--- config.mk ---
export PLATFORM = sky130hd
export DESIGN_NAME = tgs_top
export DESIGN_NICKNAME = d
export VERILOG_FILES = /design/src/tgs_pkg.sv /design/src/tgs_edge_if.sv /design/src/tgs_edge_det.sv /design/src/tgs_top.sv
export SDC_FILE = /design/constraint.sdc
export NUM_CORES = 1
export LEC_CHECK = 0
export ABC_AREA = 1
export BUFFER_PORTS_ARGS = -buffer_cell sky130_fd_sc_hd__buf_4
export CAP_MARGIN = 10
export CORE_ASPECT_RATIO = 0.75
export CORE_MARGIN = 2
export CORE_UTILIZATION = 44
export CTS_CLUSTER_SIZE = 14
export DETAILED_ROUTE_END_ITERATION = 6
export PLACE_DENSITY = 0.76
export SETUP_SLACK_MARGIN = 0.15
export SLEW_MARGIN = 20
export SYNTH_ARGS = -nofsm -noshare
export SYNTH_HDL_FRONTEND = slang
export SYNTH_HIERARCHICAL = 1
export SYNTH_SLANG_ARGS = --single-unit
--- constraint.sdc ---
create_clock -name ref_clk_in -period 1.49 [get_ports ref_clk_in]
set_input_delay 0.2235 -clock ref_clk_in [delete_from_list [all_inputs] [get_ports ref_clk_in]]
set_output_delay 0.2235 -clock ref_clk_in [all_outputs]
set_load 0.01 [all_outputs]
--- src/tgs_pkg.sv ---
// Purpose: shared constants and types for the timer gate status block
// Assumes: one 250 MHz system clock, synchronous active-high reset
// Notes: no register bus; control and status bits are plain ports
package tgs_pkg;
	localparam int CNT_W = 16;
	localparam logic [15:0] CNT_MAX = 16'hffff;
	localparam logic [15:0] CNT_RST = 16'h0000;
	localparam logic [7:0] T0_MAX = 8'hff;
	localparam logic [1:0] CS_INSTR = 2'h0;
	localparam logic [1:0] CS_SYS = 2'h1;
	localparam logic [1:0] CS_EXT = 2'h2;
	localparam logic [1:0] CS_LFOSC = 2'h3;
	localparam logic [1:0] INSTR_DIV_LAST = 2'h3;
	localparam logic FLAG_RST = 1'b0;
	typedef enum logic {
		TGS_SRC_PIN,
		TGS_SRC_T0OVF
	} tgs_src_t;
endpackage : tgs_pkg

--- src/tgs_edge_if.sv ---
// Purpose: carries a level and its one-cycle edge pulses between modules
// Assumes: same clock on both sides
// Notes: produced by the edge detector, consumed by the top
`timescale 1ns/10ps
interface tgs_edge_if;
	logic level;
	logic rise;
	logic fall;
	modport src (output level, output rise, output fall);
	modport dst (input level, input rise, input fall);
endinterface : tgs_edge_if

--- src/tgs_edge_det.sv ---
// Purpose: registers a level and flags its rising and falling edges
// Assumes: level input already in the clock domain
// Notes: edges are one-cycle pulses aligned with the level, which is passed through unregistered
`timescale 1ns/10ps
module tgs_edge_det (
	input wire logic clk_in,
	input wire logic rst_in,
	input wire logic level_in,
	tgs_edge_if.src edge_out
);
	logic prev_reg;
	logic prev_next;

	// next previous level
	always_comb begin
		prev_next = level_in;
	end

	// previous level register
	always_ff @(posedge clk_in) begin
		if (rst_in) begin
			prev_reg <= 1'b0;
		end else begin
			prev_reg <= prev_next;
		end
	end

	// compare previous with current
	assign edge_out.level = level_in;
	assign edge_out.rise = level_in & ~prev_reg;
	assign edge_out.fall = ~level_in & prev_reg;
endmodule : tgs_edge_det

--- src/tgs_top.sv ---
// Purpose: gate status, gate event flag, rollover flag and wake of a
//   16-bit timer
// Assumes: software clears flags by one-cycle clear pulses
// Notes: the external count clock is sampled, so sleep counting uses
//   the always-running system clock as the timer's own oscillator
`timescale 1ns/10ps
module tgs_top (
	input wire logic ref_clk_in,
	input wire logic sys_rst_in,
	input wire logic gate_input_pin_in,
	input wire logic ext_count_clock_pin_in,
	input wire logic timer_on_ctl_in,
	input wire logic gate_enable_ctl_in,
	input wire logic gate_polarity_in,
	input wire logic gate_toggle_mode_in,
	input wire logic single_pulse_mode_in,
	input wire logic single_pulse_arm_set_in,
	input wire logic single_pulse_arm_clr_in,
	input wire logic gate_source_sel_in,
	input wire logic sync_bypass_ctl_in,
	input wire logic [1:0] clock_select_field_in,
	input wire logic count_write_in,
	input wire logic [15:0] count_wdata_in,
	input wire logic t0_tick_in,
	input wire logic [7:0] t0_count_in,
	input wire logic sleep_in,
	input wire logic gate_event_irq_en_in,
	input wire logic rollover_irq_en_in,
	input wire logic periph_irq_global_en_in,
	input wire logic global_irq_en_in,
	input wire logic gate_flag_clr_in,
	input wire logic rollover_flag_clr_in,
	output logic gate_level_status_out,
	output logic single_pulse_arm_out,
	output logic gate_event_flag_out,
	output logic rollover_flag_out,
	output logic [7:0] count_high_byte_out,
	output logic [7:0] count_low_byte_out,
	output logic irq_req_out,
	output logic wake_out,
	output logic irq_vector_out
);
	logic gpin_s1_reg, gpin_s2_reg, ck_s1_reg, ck_s2_reg;
	logic ck_prev_reg, ck_prev_next;
	logic [1:0] div_reg, div_next;
	logic [15:0] cnt_reg, cnt_next;
	logic tog_reg, tog_next;
	logic arm_reg, arm_next;
	logic gflag_reg, gflag_next;
	logic rflag_reg, rflag_next;
	logic t0_ovf, gate_src, gate_pol, gate_val, inc_tick, count_en;
	logic running, wrap, gated_ok;
	tgs_edge_if gv_edge ();
	tgs_edge_if gp_edge ();

	// pin synchronisers, second stage only is read
	always_ff @(posedge ref_clk_in) begin
		if (sys_rst_in) begin
			gpin_s1_reg <= 1'b0;
			gpin_s2_reg <= 1'b0;
			ck_s1_reg <= 1'b0;
			ck_s2_reg <= 1'b0;
		end else begin
			gpin_s1_reg <= gate_input_pin_in;
			gpin_s2_reg <= gpin_s1_reg;
			ck_s1_reg <= ext_count_clock_pin_in;
			ck_s2_reg <= ck_s1_reg;
		end
	end

	assign t0_ovf = t0_tick_in && (t0_count_in == tgs_pkg::T0_MAX);
	// gate source selection and polarity
	assign gate_src = (gate_source_sel_in == 1'(tgs_pkg::TGS_SRC_T0OVF))
		? t0_ovf : gpin_s2_reg;
	assign gate_pol = gate_src ^ ~gate_polarity_in;

	// increment tick per clock select
	always_comb begin
		div_next = div_reg + 2'h1;
		ck_prev_next = ck_s2_reg;
		unique case (clock_select_field_in)
			tgs_pkg::CS_INSTR: inc_tick = (div_reg == tgs_pkg::INSTR_DIV_LAST);
			tgs_pkg::CS_SYS: inc_tick = 1'b1;
			tgs_pkg::CS_EXT: inc_tick = ck_s2_reg & ~ck_prev_reg;
			tgs_pkg::CS_LFOSC: inc_tick = (div_reg == tgs_pkg::INSTR_DIV_LAST);
		endcase
	end

	// rising edges of the polarity-adjusted gate for toggle
	tgs_edge_det u_gp_edge (
		.clk_in(ref_clk_in),
		.rst_in(sys_rst_in),
		.level_in(gate_pol),
		.edge_out(gp_edge.src)
	);

	// toggle flop, held clear when off
	// flips once per gate rise so a full gate cycle is measured
	always_comb begin
		if (!gate_toggle_mode_in) begin
			tog_next = 1'b0;
		end else if (gp_edge.rise) begin
			tog_next = ~tog_reg;
		end else begin
			tog_next = tog_reg;
		end
	end

	assign gate_val = gate_toggle_mode_in ? tog_reg : gate_pol;
	assign gate_level_status_out = gate_val;

	tgs_edge_det u_gv_edge (
		.clk_in(ref_clk_in),
		.rst_in(sys_rst_in),
		.level_in(gate_val),
		.edge_out(gv_edge.src)
	);

	always_comb begin
		arm_next = arm_reg;
		if (single_pulse_arm_clr_in || !single_pulse_mode_in) begin
			arm_next = 1'b0;
		end else if (gv_edge.fall) begin
			arm_next = 1'b0;
		end else if (single_pulse_arm_set_in) begin
			arm_next = 1'b1;
		end
	end

	assign gated_ok = !single_pulse_mode_in || arm_reg;
	assign count_en = !gate_enable_ctl_in || (gate_val && gated_ok);
	// sleep stops all but async external counting
	assign running = timer_on_ctl_in && count_en && (!sleep_in ||
		(sync_bypass_ctl_in && clock_select_field_in == tgs_pkg::CS_EXT));
	// wrap from all ones to zero
	assign wrap = running && inc_tick && (cnt_reg == tgs_pkg::CNT_MAX);

	// counter next value
	always_comb begin
		if (count_write_in) begin
			cnt_next = count_wdata_in;
		end else if (running && inc_tick) begin
			cnt_next = cnt_reg + 16'h0001;
		end else begin
			cnt_next = cnt_reg;
		end
	end

	always_comb begin
		gflag_next = gflag_reg;
		rflag_next = rflag_reg;
		if (gate_flag_clr_in) begin
			gflag_next = 1'b0;
		end
		if (rollover_flag_clr_in) begin
			rflag_next = 1'b0;
		end
		if (gv_edge.fall) begin
			gflag_next = 1'b1;
		end
		if (wrap) begin
			rflag_next = 1'b1;
		end
	end

	// state registers
	always_ff @(posedge ref_clk_in) begin
		if (sys_rst_in) begin
			div_reg <= 2'h0;
			ck_prev_reg <= 1'b0;
			cnt_reg <= tgs_pkg::CNT_RST;
			tog_reg <= 1'b0;
			arm_reg <= 1'b0;
			gflag_reg <= tgs_pkg::FLAG_RST;
			rflag_reg <= tgs_pkg::FLAG_RST;
		end else begin
			div_reg <= div_next;
			ck_prev_reg <= ck_prev_next;
			cnt_reg <= cnt_next;
			tog_reg <= tog_next;
			arm_reg <= arm_next;
			gflag_reg <= gflag_next;
			rflag_reg <= rflag_next;
		end
	end

	assign single_pulse_arm_out = arm_reg;
	assign gate_event_flag_out = gflag_reg;
	assign rollover_flag_out = rflag_reg;
	assign count_high_byte_out = cnt_reg[15:8];
	assign count_low_byte_out = cnt_reg[7:0];

	assign irq_req_out = periph_irq_global_en_in && (
		(gflag_reg && gate_event_irq_en_in) ||
		(rflag_reg && rollover_irq_en_in && timer_on_ctl_in));
	assign wake_out = sleep_in && rflag_reg && rollover_irq_en_in &&
		periph_irq_global_en_in && timer_on_ctl_in;
	assign irq_vector_out = irq_req_out && global_irq_en_in;
endmodule : tgs_top

; ---- After elaboration in Yosys (flattened, before gate mapping)
; Index checks and enable logic that the tools add are counted.
[totals]
regBits = 29
input_bits = 48
output_inout_bits = 23
[op_classes]
n_eq_ne = 6
add_sub_neg = 2
muxes = 9
bitwise_logic = 10
n_reduce_logical = 31
[ops]
columns = op, count
row1 = $mux 16, 2
row2 = $add 16x1->16 const B, 1
row3 = $eq 16x16->1 const B, 1
row4 = $logic_and 1x1->1, 16
row5 = $eq 8x8->1 const B, 1
row6 = $eq 2x2->1 const B, 3
row7 = $mux 1, 6
row8 = $not 1->1, 6
row9 = $reduce_bool 2->1, 3
row10 = $logic_or 1x1->1, 5
row11 = $reduce_or 2->1, 2
row12 = $and 1x1->1, 3
row13 = $logic_not 1->1, 3
row14 = $pmux 1 s3, 1
row15 = $reduce_or 3->1, 1
row16 = $add 2x1->2 const B, 1
row17 = $eq 2x1->1 const B, 1
row18 = $logic_not 2->1, 1
row19 = $xor 1x1->1, 1

; ---- Depth between registers and ports, before layout
; Gate-level depths: netlist of the first run.
[logic_depth]
ltp_word = 12
ltp_mapped = 13
mapped_depth_nobuf = 13

; ---- Modules after synthesis
; Netlist of the first run, hierarchy kept.
[by_module_without_submodules]
columns = mod, area_each_um2, instances, cells_per_inst
row1 = tgs_top, 1691.6, 1, 261
row2 = tgs_edge_det, 46.3, 2, 7

; ---- Worst setup path before layout of the first run
; Ideal clock, no wire load.
[synth_timing]
path_type = register -> register
start = register cnt_reg[0]
end = register cnt_reg[14]
required_time_ns = 1.422
path_stages_with_launch = 11
path_slack_ns = -0.099
arrival_ns = 1.521
cell_sequence = dfxtp_1 > ha_1 > nand4_2 > nor2_1 > nand3b_1 > nor2_1 > xor2_1 > nand2_1 > nand2_1 > nand2_1 > a21oi_2
[synth_between]
elab_chain_cells = 3
[synth_lines]
columns = element, line_no
row1 = from (decl), tgs_top.sv:46  ; logic [15:0] cnt_reg, cnt_next;
row2 = from (signal assigned), tgs_top.sv:171  ; cnt_reg <= tgs_pkg::CNT_RST;
row3 = from (signal assigned), tgs_top.sv:179  ; cnt_reg <= cnt_next;
row4 = $add 16x1->16, tgs_top.sv:143  ; cnt_next = cnt_reg + 16'h0001;
row5 = $mux 16, tgs_top.sv:142  ; end else if (running && inc_tick) begin
row6 = $mux 16, tgs_top.sv:140  ; if (count_write_in) begin
; Every way passes these cells. The select of a mux whose other input is x is not followed.
; A chain may end at the register's enable or synchronous reset.

; ---- Worst setup path after layout of the first run
[layout_timing]
start = register cnt_reg[0]
end = register cnt_reg[10]
; Same word-level chain as after synthesis.

==> impl_metrics.tcl, run 1 <==
set metrics [dict create \
    final_hold_viol_count 0 \
    routedWlPerCell_um 12.7 \
    critPathCaptureType "register" \
    rows 19 \
    dpl_cell_area_um2 2520 \
    grt_max_degree 30 \
    violations "negative setup slack" \
    cts.sinks 29 \
    ir_drop_mv 0.661 \
    start_util_pct 46.8 \
    grt_overflow 0 \
    total_power_w 0.00199 \
    n_fill_cell 299 \
    slew_headroom_pct 77.8 \
    gp_congestion 0.821 \
    crit_type "register to register" \
    syn-num-nets 322 \
    fmax_ghz 0.641 \
    top_usage_layer "met2" \
    largest_reg_flops 16 \
    htree_levels 2 \
    hp-class "input port to register" \
    grt_usage_pct 23.7 \
    dp_hpwl_um 3530 \
    crit_start "cnt_reg[0]" \
    critPathMaxFanout 4 \
    syn_area_per_cell_um2 6.51 \
    drt_iter0_drc 140 \
    min_from "single_pulse_arm_clr_in" \
    grt_pass1_wl_um 8380 \
    fp.dieH_um 58.7 \
    setup_tns_ps -548 \
    outcome "complete, but fails checks" \
    layout.nets 421 \
    clkLatencyLatePin_ps 280 \
    clock_path_buffers 2 \
    cts_tree "done" \
    cts_buffers 5 \
    arrival_ps 1710 \
    via_count 2086 \
    yosys_warnings 6 \
    setup_ws_ps -69.2 \
    finalCritPeriodShare_pct 105 \
    r2r-start "cnt_reg[0]" \
    rsz0062_at_grt "yes" \
    maxCapViolations 0 \
    die-area_um2 4520 \
    regArea_um2 604 \
    grt_pass1_vias 1850 \
    worstPathRequired_ps 1640 \
    p_leak_nw 1.39 \
    ctsHoldBuffers 0 \
    skew_ps 7.75 \
    path_clk_slew_ps 60 \
    drt-pass1-iter-count 4 \
    antenna_cells 0 \
    area_delta_synth_final_pct 63.4 \
    synth_area_um2 1760 \
    ant_nets 0 \
    power_density_nw_per_um2 693 \
    final_cell_area_um2 2870 \
    setup_viol 17 \
    drive_gt1_share_pct 45.7 \
    worstMarginPinSlew_ps 333 \
    met1_usage_pct 30.1 \
    root_buffer "clkbuf_8" \
    io_buffers 70 \
    cp-start-kind "register" \
    syn_inst 270 \
    grt_util_met3_pct 5.83 \
    post-route-min-period_ps 1560 \
    use_met2_pct 39.1 \
    wl_um 5350 \
    die_w_um 77.0 \
    antenna_found_initial 0 \
    design.portCount 71 \
    post_drt_via_cell_ratio 4.94 \
    drcViolationCount 0 \
    slew_viol_final 0 \
    multi_input_area_um2 1210 \
    fp.coreArea_um2 3760 \
]
[area by class of cell]
class	instances	share of cell area (%)
clock buffers	8	3.14
multi-input cells	200	42.0
repair buffers	100	27.2
well taps	52	2.26
inverters	33	4.31
flip-flops and latches	29	21.0
[path summary, 6_finish.rpt]
| check | end | slack (ps) | depth (start not counted) |
|---|---|---|---|
| worst max-delay path | cnt_reg[10] | -70 | 11 |
| worst min-delay path | single_pulse_arm_out | 100 | 2 |
| worst max register to register | cnt_reg[10] | -70 | 11 |
| worst min register to register | ck_prev_next | 400 | 2 |
[metal layers]
metal / part of all wire [%] / routed length (µm)
met1: 45 / 2400
met2: 46 / 2440
met3: 7.0 / 376
met4: 2.3 / 125
met5: 0 / 0
[cells in the final DEF (no fill, tap or decap), types with 5 or more instances in the layout]
cell	count
a21oi_1	18
a21oi_2	5
buf_4	94
buf_6	5
clkbuf_8	6
dfxtp_1	18
dfxtp_2	7
inv_1	30
nand2_1	67
nand2_2	15
nand3_1	22
nand3_2	5
nor2_1	23
[stage by stage]
step / utilization, % / cells / hold slack, ps / setup WS [ps]
3_3_place_gp: 67.2 / 400 / 388 / -42.7
2_1_floorplan: - / 270 / 295 / 53.4
6_report: 76.5 / 422 / 104 / -69.2
5_1_grt: 76.5 / 422 / 96.1 / -205
4_1_cts: 74.2 / 418 / 99.7 / -37.6
3_5_place_dp: 67.2 / 400 / 392 / -63.2
[power by group]
group | internal, W | switching, W
logic | 0.000247 | 0.000225
registers | 0.000818 | 0.0000391
clock network | 0.000376 | 0.000287
total | 0.00144 | 0.000551
[repair_timing]
item                                   CTS  global route
gates resized for setup                 26            15
buffers inserted                         8             4
setup endpoints to repair               19            20
pin swaps                               15             4
endpoints found under the hold margin    0             0
gates cloned                             2             0
[critical path, stage by stage, from the launching register on]
cell     delay (ps)
dfxtp_4         370
ha_4            140
nand4_4         130
nor3_4          170
nand2_2         100
nor2_4          130
buf_4           120
a21oi_1          50
nand2_1          60
nand2_1          50
nand2_1          50
a21oi_1          50
No activity file was read; power rests on OpenSTA's default activity.
==> run 2, diff against run 1 <==
--- a/config.mk
+++ b/config.mk
@@ -14,7 +14,7 @@
 export CTS_CLUSTER_SIZE = 14
 export DETAILED_ROUTE_END_ITERATION = 6
 export PLACE_DENSITY = 0.76
-export SETUP_SLACK_MARGIN = 0.15
+export SETUP_SLACK_MARGIN = 0.05
 export SLEW_MARGIN = 20
 export SYNTH_ARGS = -nofsm -noshare
 export SYNTH_HDL_FRONTEND = slang
==> run 2 against run 1 <==
  * The run still ends with negative setup slack left
  * Hold slack worse by 3.4 ps
  * Clock skew fell by 3.1 ps
  * Utilization is 0.93 points higher
  * Final area increased by 1.2%
  * Wire length up 0.22%
  * First-iteration DRC count decreased by 28%
  * Flip-flop and latch count unchanged
  * Global-route usage fell by 1.0 points
  * Die area did not move
  * Largest power group unchanged
  * Critical path depth is 1 lower
  * Via count down 0.48%
  * Sequential power is essentially flat
==> impl_metrics.tcl, run 2 (synthesis results as in run 1) <==
set metrics [dict create \
    outcome "complete, but fails checks" \
    violations "negative setup slack" \
    hold_ws_ps 101 \
    p_int_w 0.00139 \
    wl_um 5360 \
    critPathMaxFanout 3 \
    worstPathRequired_ps 1700 \
    hp-class "input port to register" \
    dp_hpwl_um 3550 \
    holdPathEnd "single_pulse_arm_out" \
    setup_viol 5 \
    grt_pass1_wl_um 8160 \
    ant_nets 0 \
    power_frac_clock_pct 32.3 \
    grt_max_degree 30 \
    area_delta_synth_final_pct 65.4 \
    gp_congestion 0.829 \
    htree_levels 2 \
    slew_headroom_pct 70.6 \
    cp-start-kind "register" \
    setup_ws_ps -72.2 \
    die_w_um 77.0 \
    design.portCount 71 \
    reg2reg_to "cnt_reg[14]" \
    ir_drop_mv 0.679 \
    rows 19 \
    routedWlPerCell_um 12.6 \
    fp.dieH_um 58.7 \
    via_count 2076 \
    most-common-layout-cells "buf_4, nand2_1, inv_1" \
    start_util_pct 46.8 \
    drive_gt1_share_pct 47.3 \
    setup_tns_ps -171 \
    drt-pass1-iter-count 4 \
    grt_pass1_vias 1862 \
    cts_tree "done" \
    worstMarginPinSlew_ps 439 \
    cts.sinks 29 \
    power_density_nw_per_um2 672 \
    p_leak_nw 1.46 \
    cts_buffers 5 \
    post-route-util_pct 77.4 \
    drt_iter0_drc 101 \
    reg2reg_slack_ps -70 \
    clkLatencyLatePin_ps 280 \
    rsz0062_at_grt "yes" \
    swShare_pct 29.1 \
    r2r-start "cnt_reg[0]" \
    layout.nets 425 \
    post-route-min-period_ps 1560 \
    slew_viol_final 0 \
    root_buffer "clkbuf_8" \
    holdPathStages 2 \
    io_buffers 70 \
    post_drt_via_cell_ratio 4.87 \
    arrival_ps 1770 \
    clock_path_buffers 2 \
    maxCapViolations 0 \
    n_fill_cell 282 \
    largest_reg_flops 16 \
    p_seq_share_pct 43.8 \
    antenna_found_initial 0 \
    fmax_ghz 0.640 \
    path_clk_slew_ps 60 \
    die-area_um2 4520 \
    final_hold_viol_count 0 \
    min_from "single_pulse_arm_clr_in" \
    rr_worst_depth 10 \
    critPathCaptureType "register" \
    p_comb_share_pct 23.9 \
    ctsHoldBuffers 0 \
    drcViolationCount 0 \
    fp.coreArea_um2 3760 \
    crit_type "register to register" \
    switchingPower_w 0.000569 \
    grt_usage_pct 22.7 \
    mostFrequentLayoutCell "buf_4" \
    grt_overflow 0 \
    skew_ps 4.66 \
    finalCritPeriodShare_pct 105 \
    antenna_cells 0 \
]
## run 2: cell count changes in the layout (fill, tap and decap cells not counted), sizes merged
cell    delta
buf        +4
clkinv     +2
clkbuf     -2
## run 2: layer usage
metal / vias up / GRT usage, % / share of wire (%)
met5: - / 0 / 0
met4: 0 / 6.89 / 0.58
met3: 4 / 4.91 / 7.0
met2: 65 / 39.1 / 50
met1: 945 / 29.0 / 42
li1: 1062 / - / -
## run 2: repair_timing
item                                    CTS  global route
endpoints found under the setup margin   18            19
cloned                                    0             2
resized for setup                        15            41
hold endpoints to repair                  0             0
pin swaps                                18            19
buffers inserted                          7             5
## run 2: metrics by stage
step / instance area [µm²] / setup slack, ps / cells / power (W)
2_1_floorplan: 1810 / 38.7 / 270 / 0.00107
3_3_place_gp: 2530 / -73.5 / 405 / 0.00127
3_5_place_dp: 2530 / -112 / 405 / 0.00128
4_1_cts: 2710 / -32.1 / 419 / 0.00192
5_1_grt: 2910 / -215 / 426 / 0.00205
6_report: 2910 / -72.2 / 426 / 0.00196
## run 2: worst max-delay path, stage by stage, from the launching register on
cell and delay, ps:
dfxtp_4 380, ha_4 160, nand4_4 110, nor2_4 120, nand3b_1 120, nor2_2 110
xor2_1 160, nand2_1 80, nand2_1 60, nand2_1 60, a21oi_2 130
## run 2: worst max path at each step
stage                                   from     endpoint  slack (ps)  cells past startpoint
floorplan                         cnt_reg[1]  cnt_reg[14]          40                     10
detailed placement  clock_select_field_in[1]   cnt_reg[3]        -110                      8
global placement    clock_select_field_in[1]   cnt_reg[5]         -70                      8
CTS                               cnt_reg[0]  cnt_reg[14]         -30                     10
finish                            cnt_reg[0]  cnt_reg[14]         -70                     10
global route                      cnt_reg[0]  cnt_reg[14]        -220                     10
## run 2: area by class of cell
cell class                 count  area (µm²)  area share [%]
multi-input combinational    200        1220            41.9
timing repair buffer         104         808            27.8
sequential                    29         611            21.0
clock buffer                   6        72.6            2.50
inverter                      33         124            4.26
clock inverter                 2        10.0           0.344
tap                           52        65.1            2.24
## run 2: power by group through the flow
stage	Clock (W)	Sequential (W)	Combinational, W
6_report	0.000631	0.000856	0.000468
5_1_grt	0.000677	0.000861	0.000513
4_1_cts	0.000641	0.000850	0.000432
3_5_place_dp	0	0.000866	0.000416
3_3_place_gp	0	0.000864	0.000406
2_1_floorplan	0	0.000881	0.000186
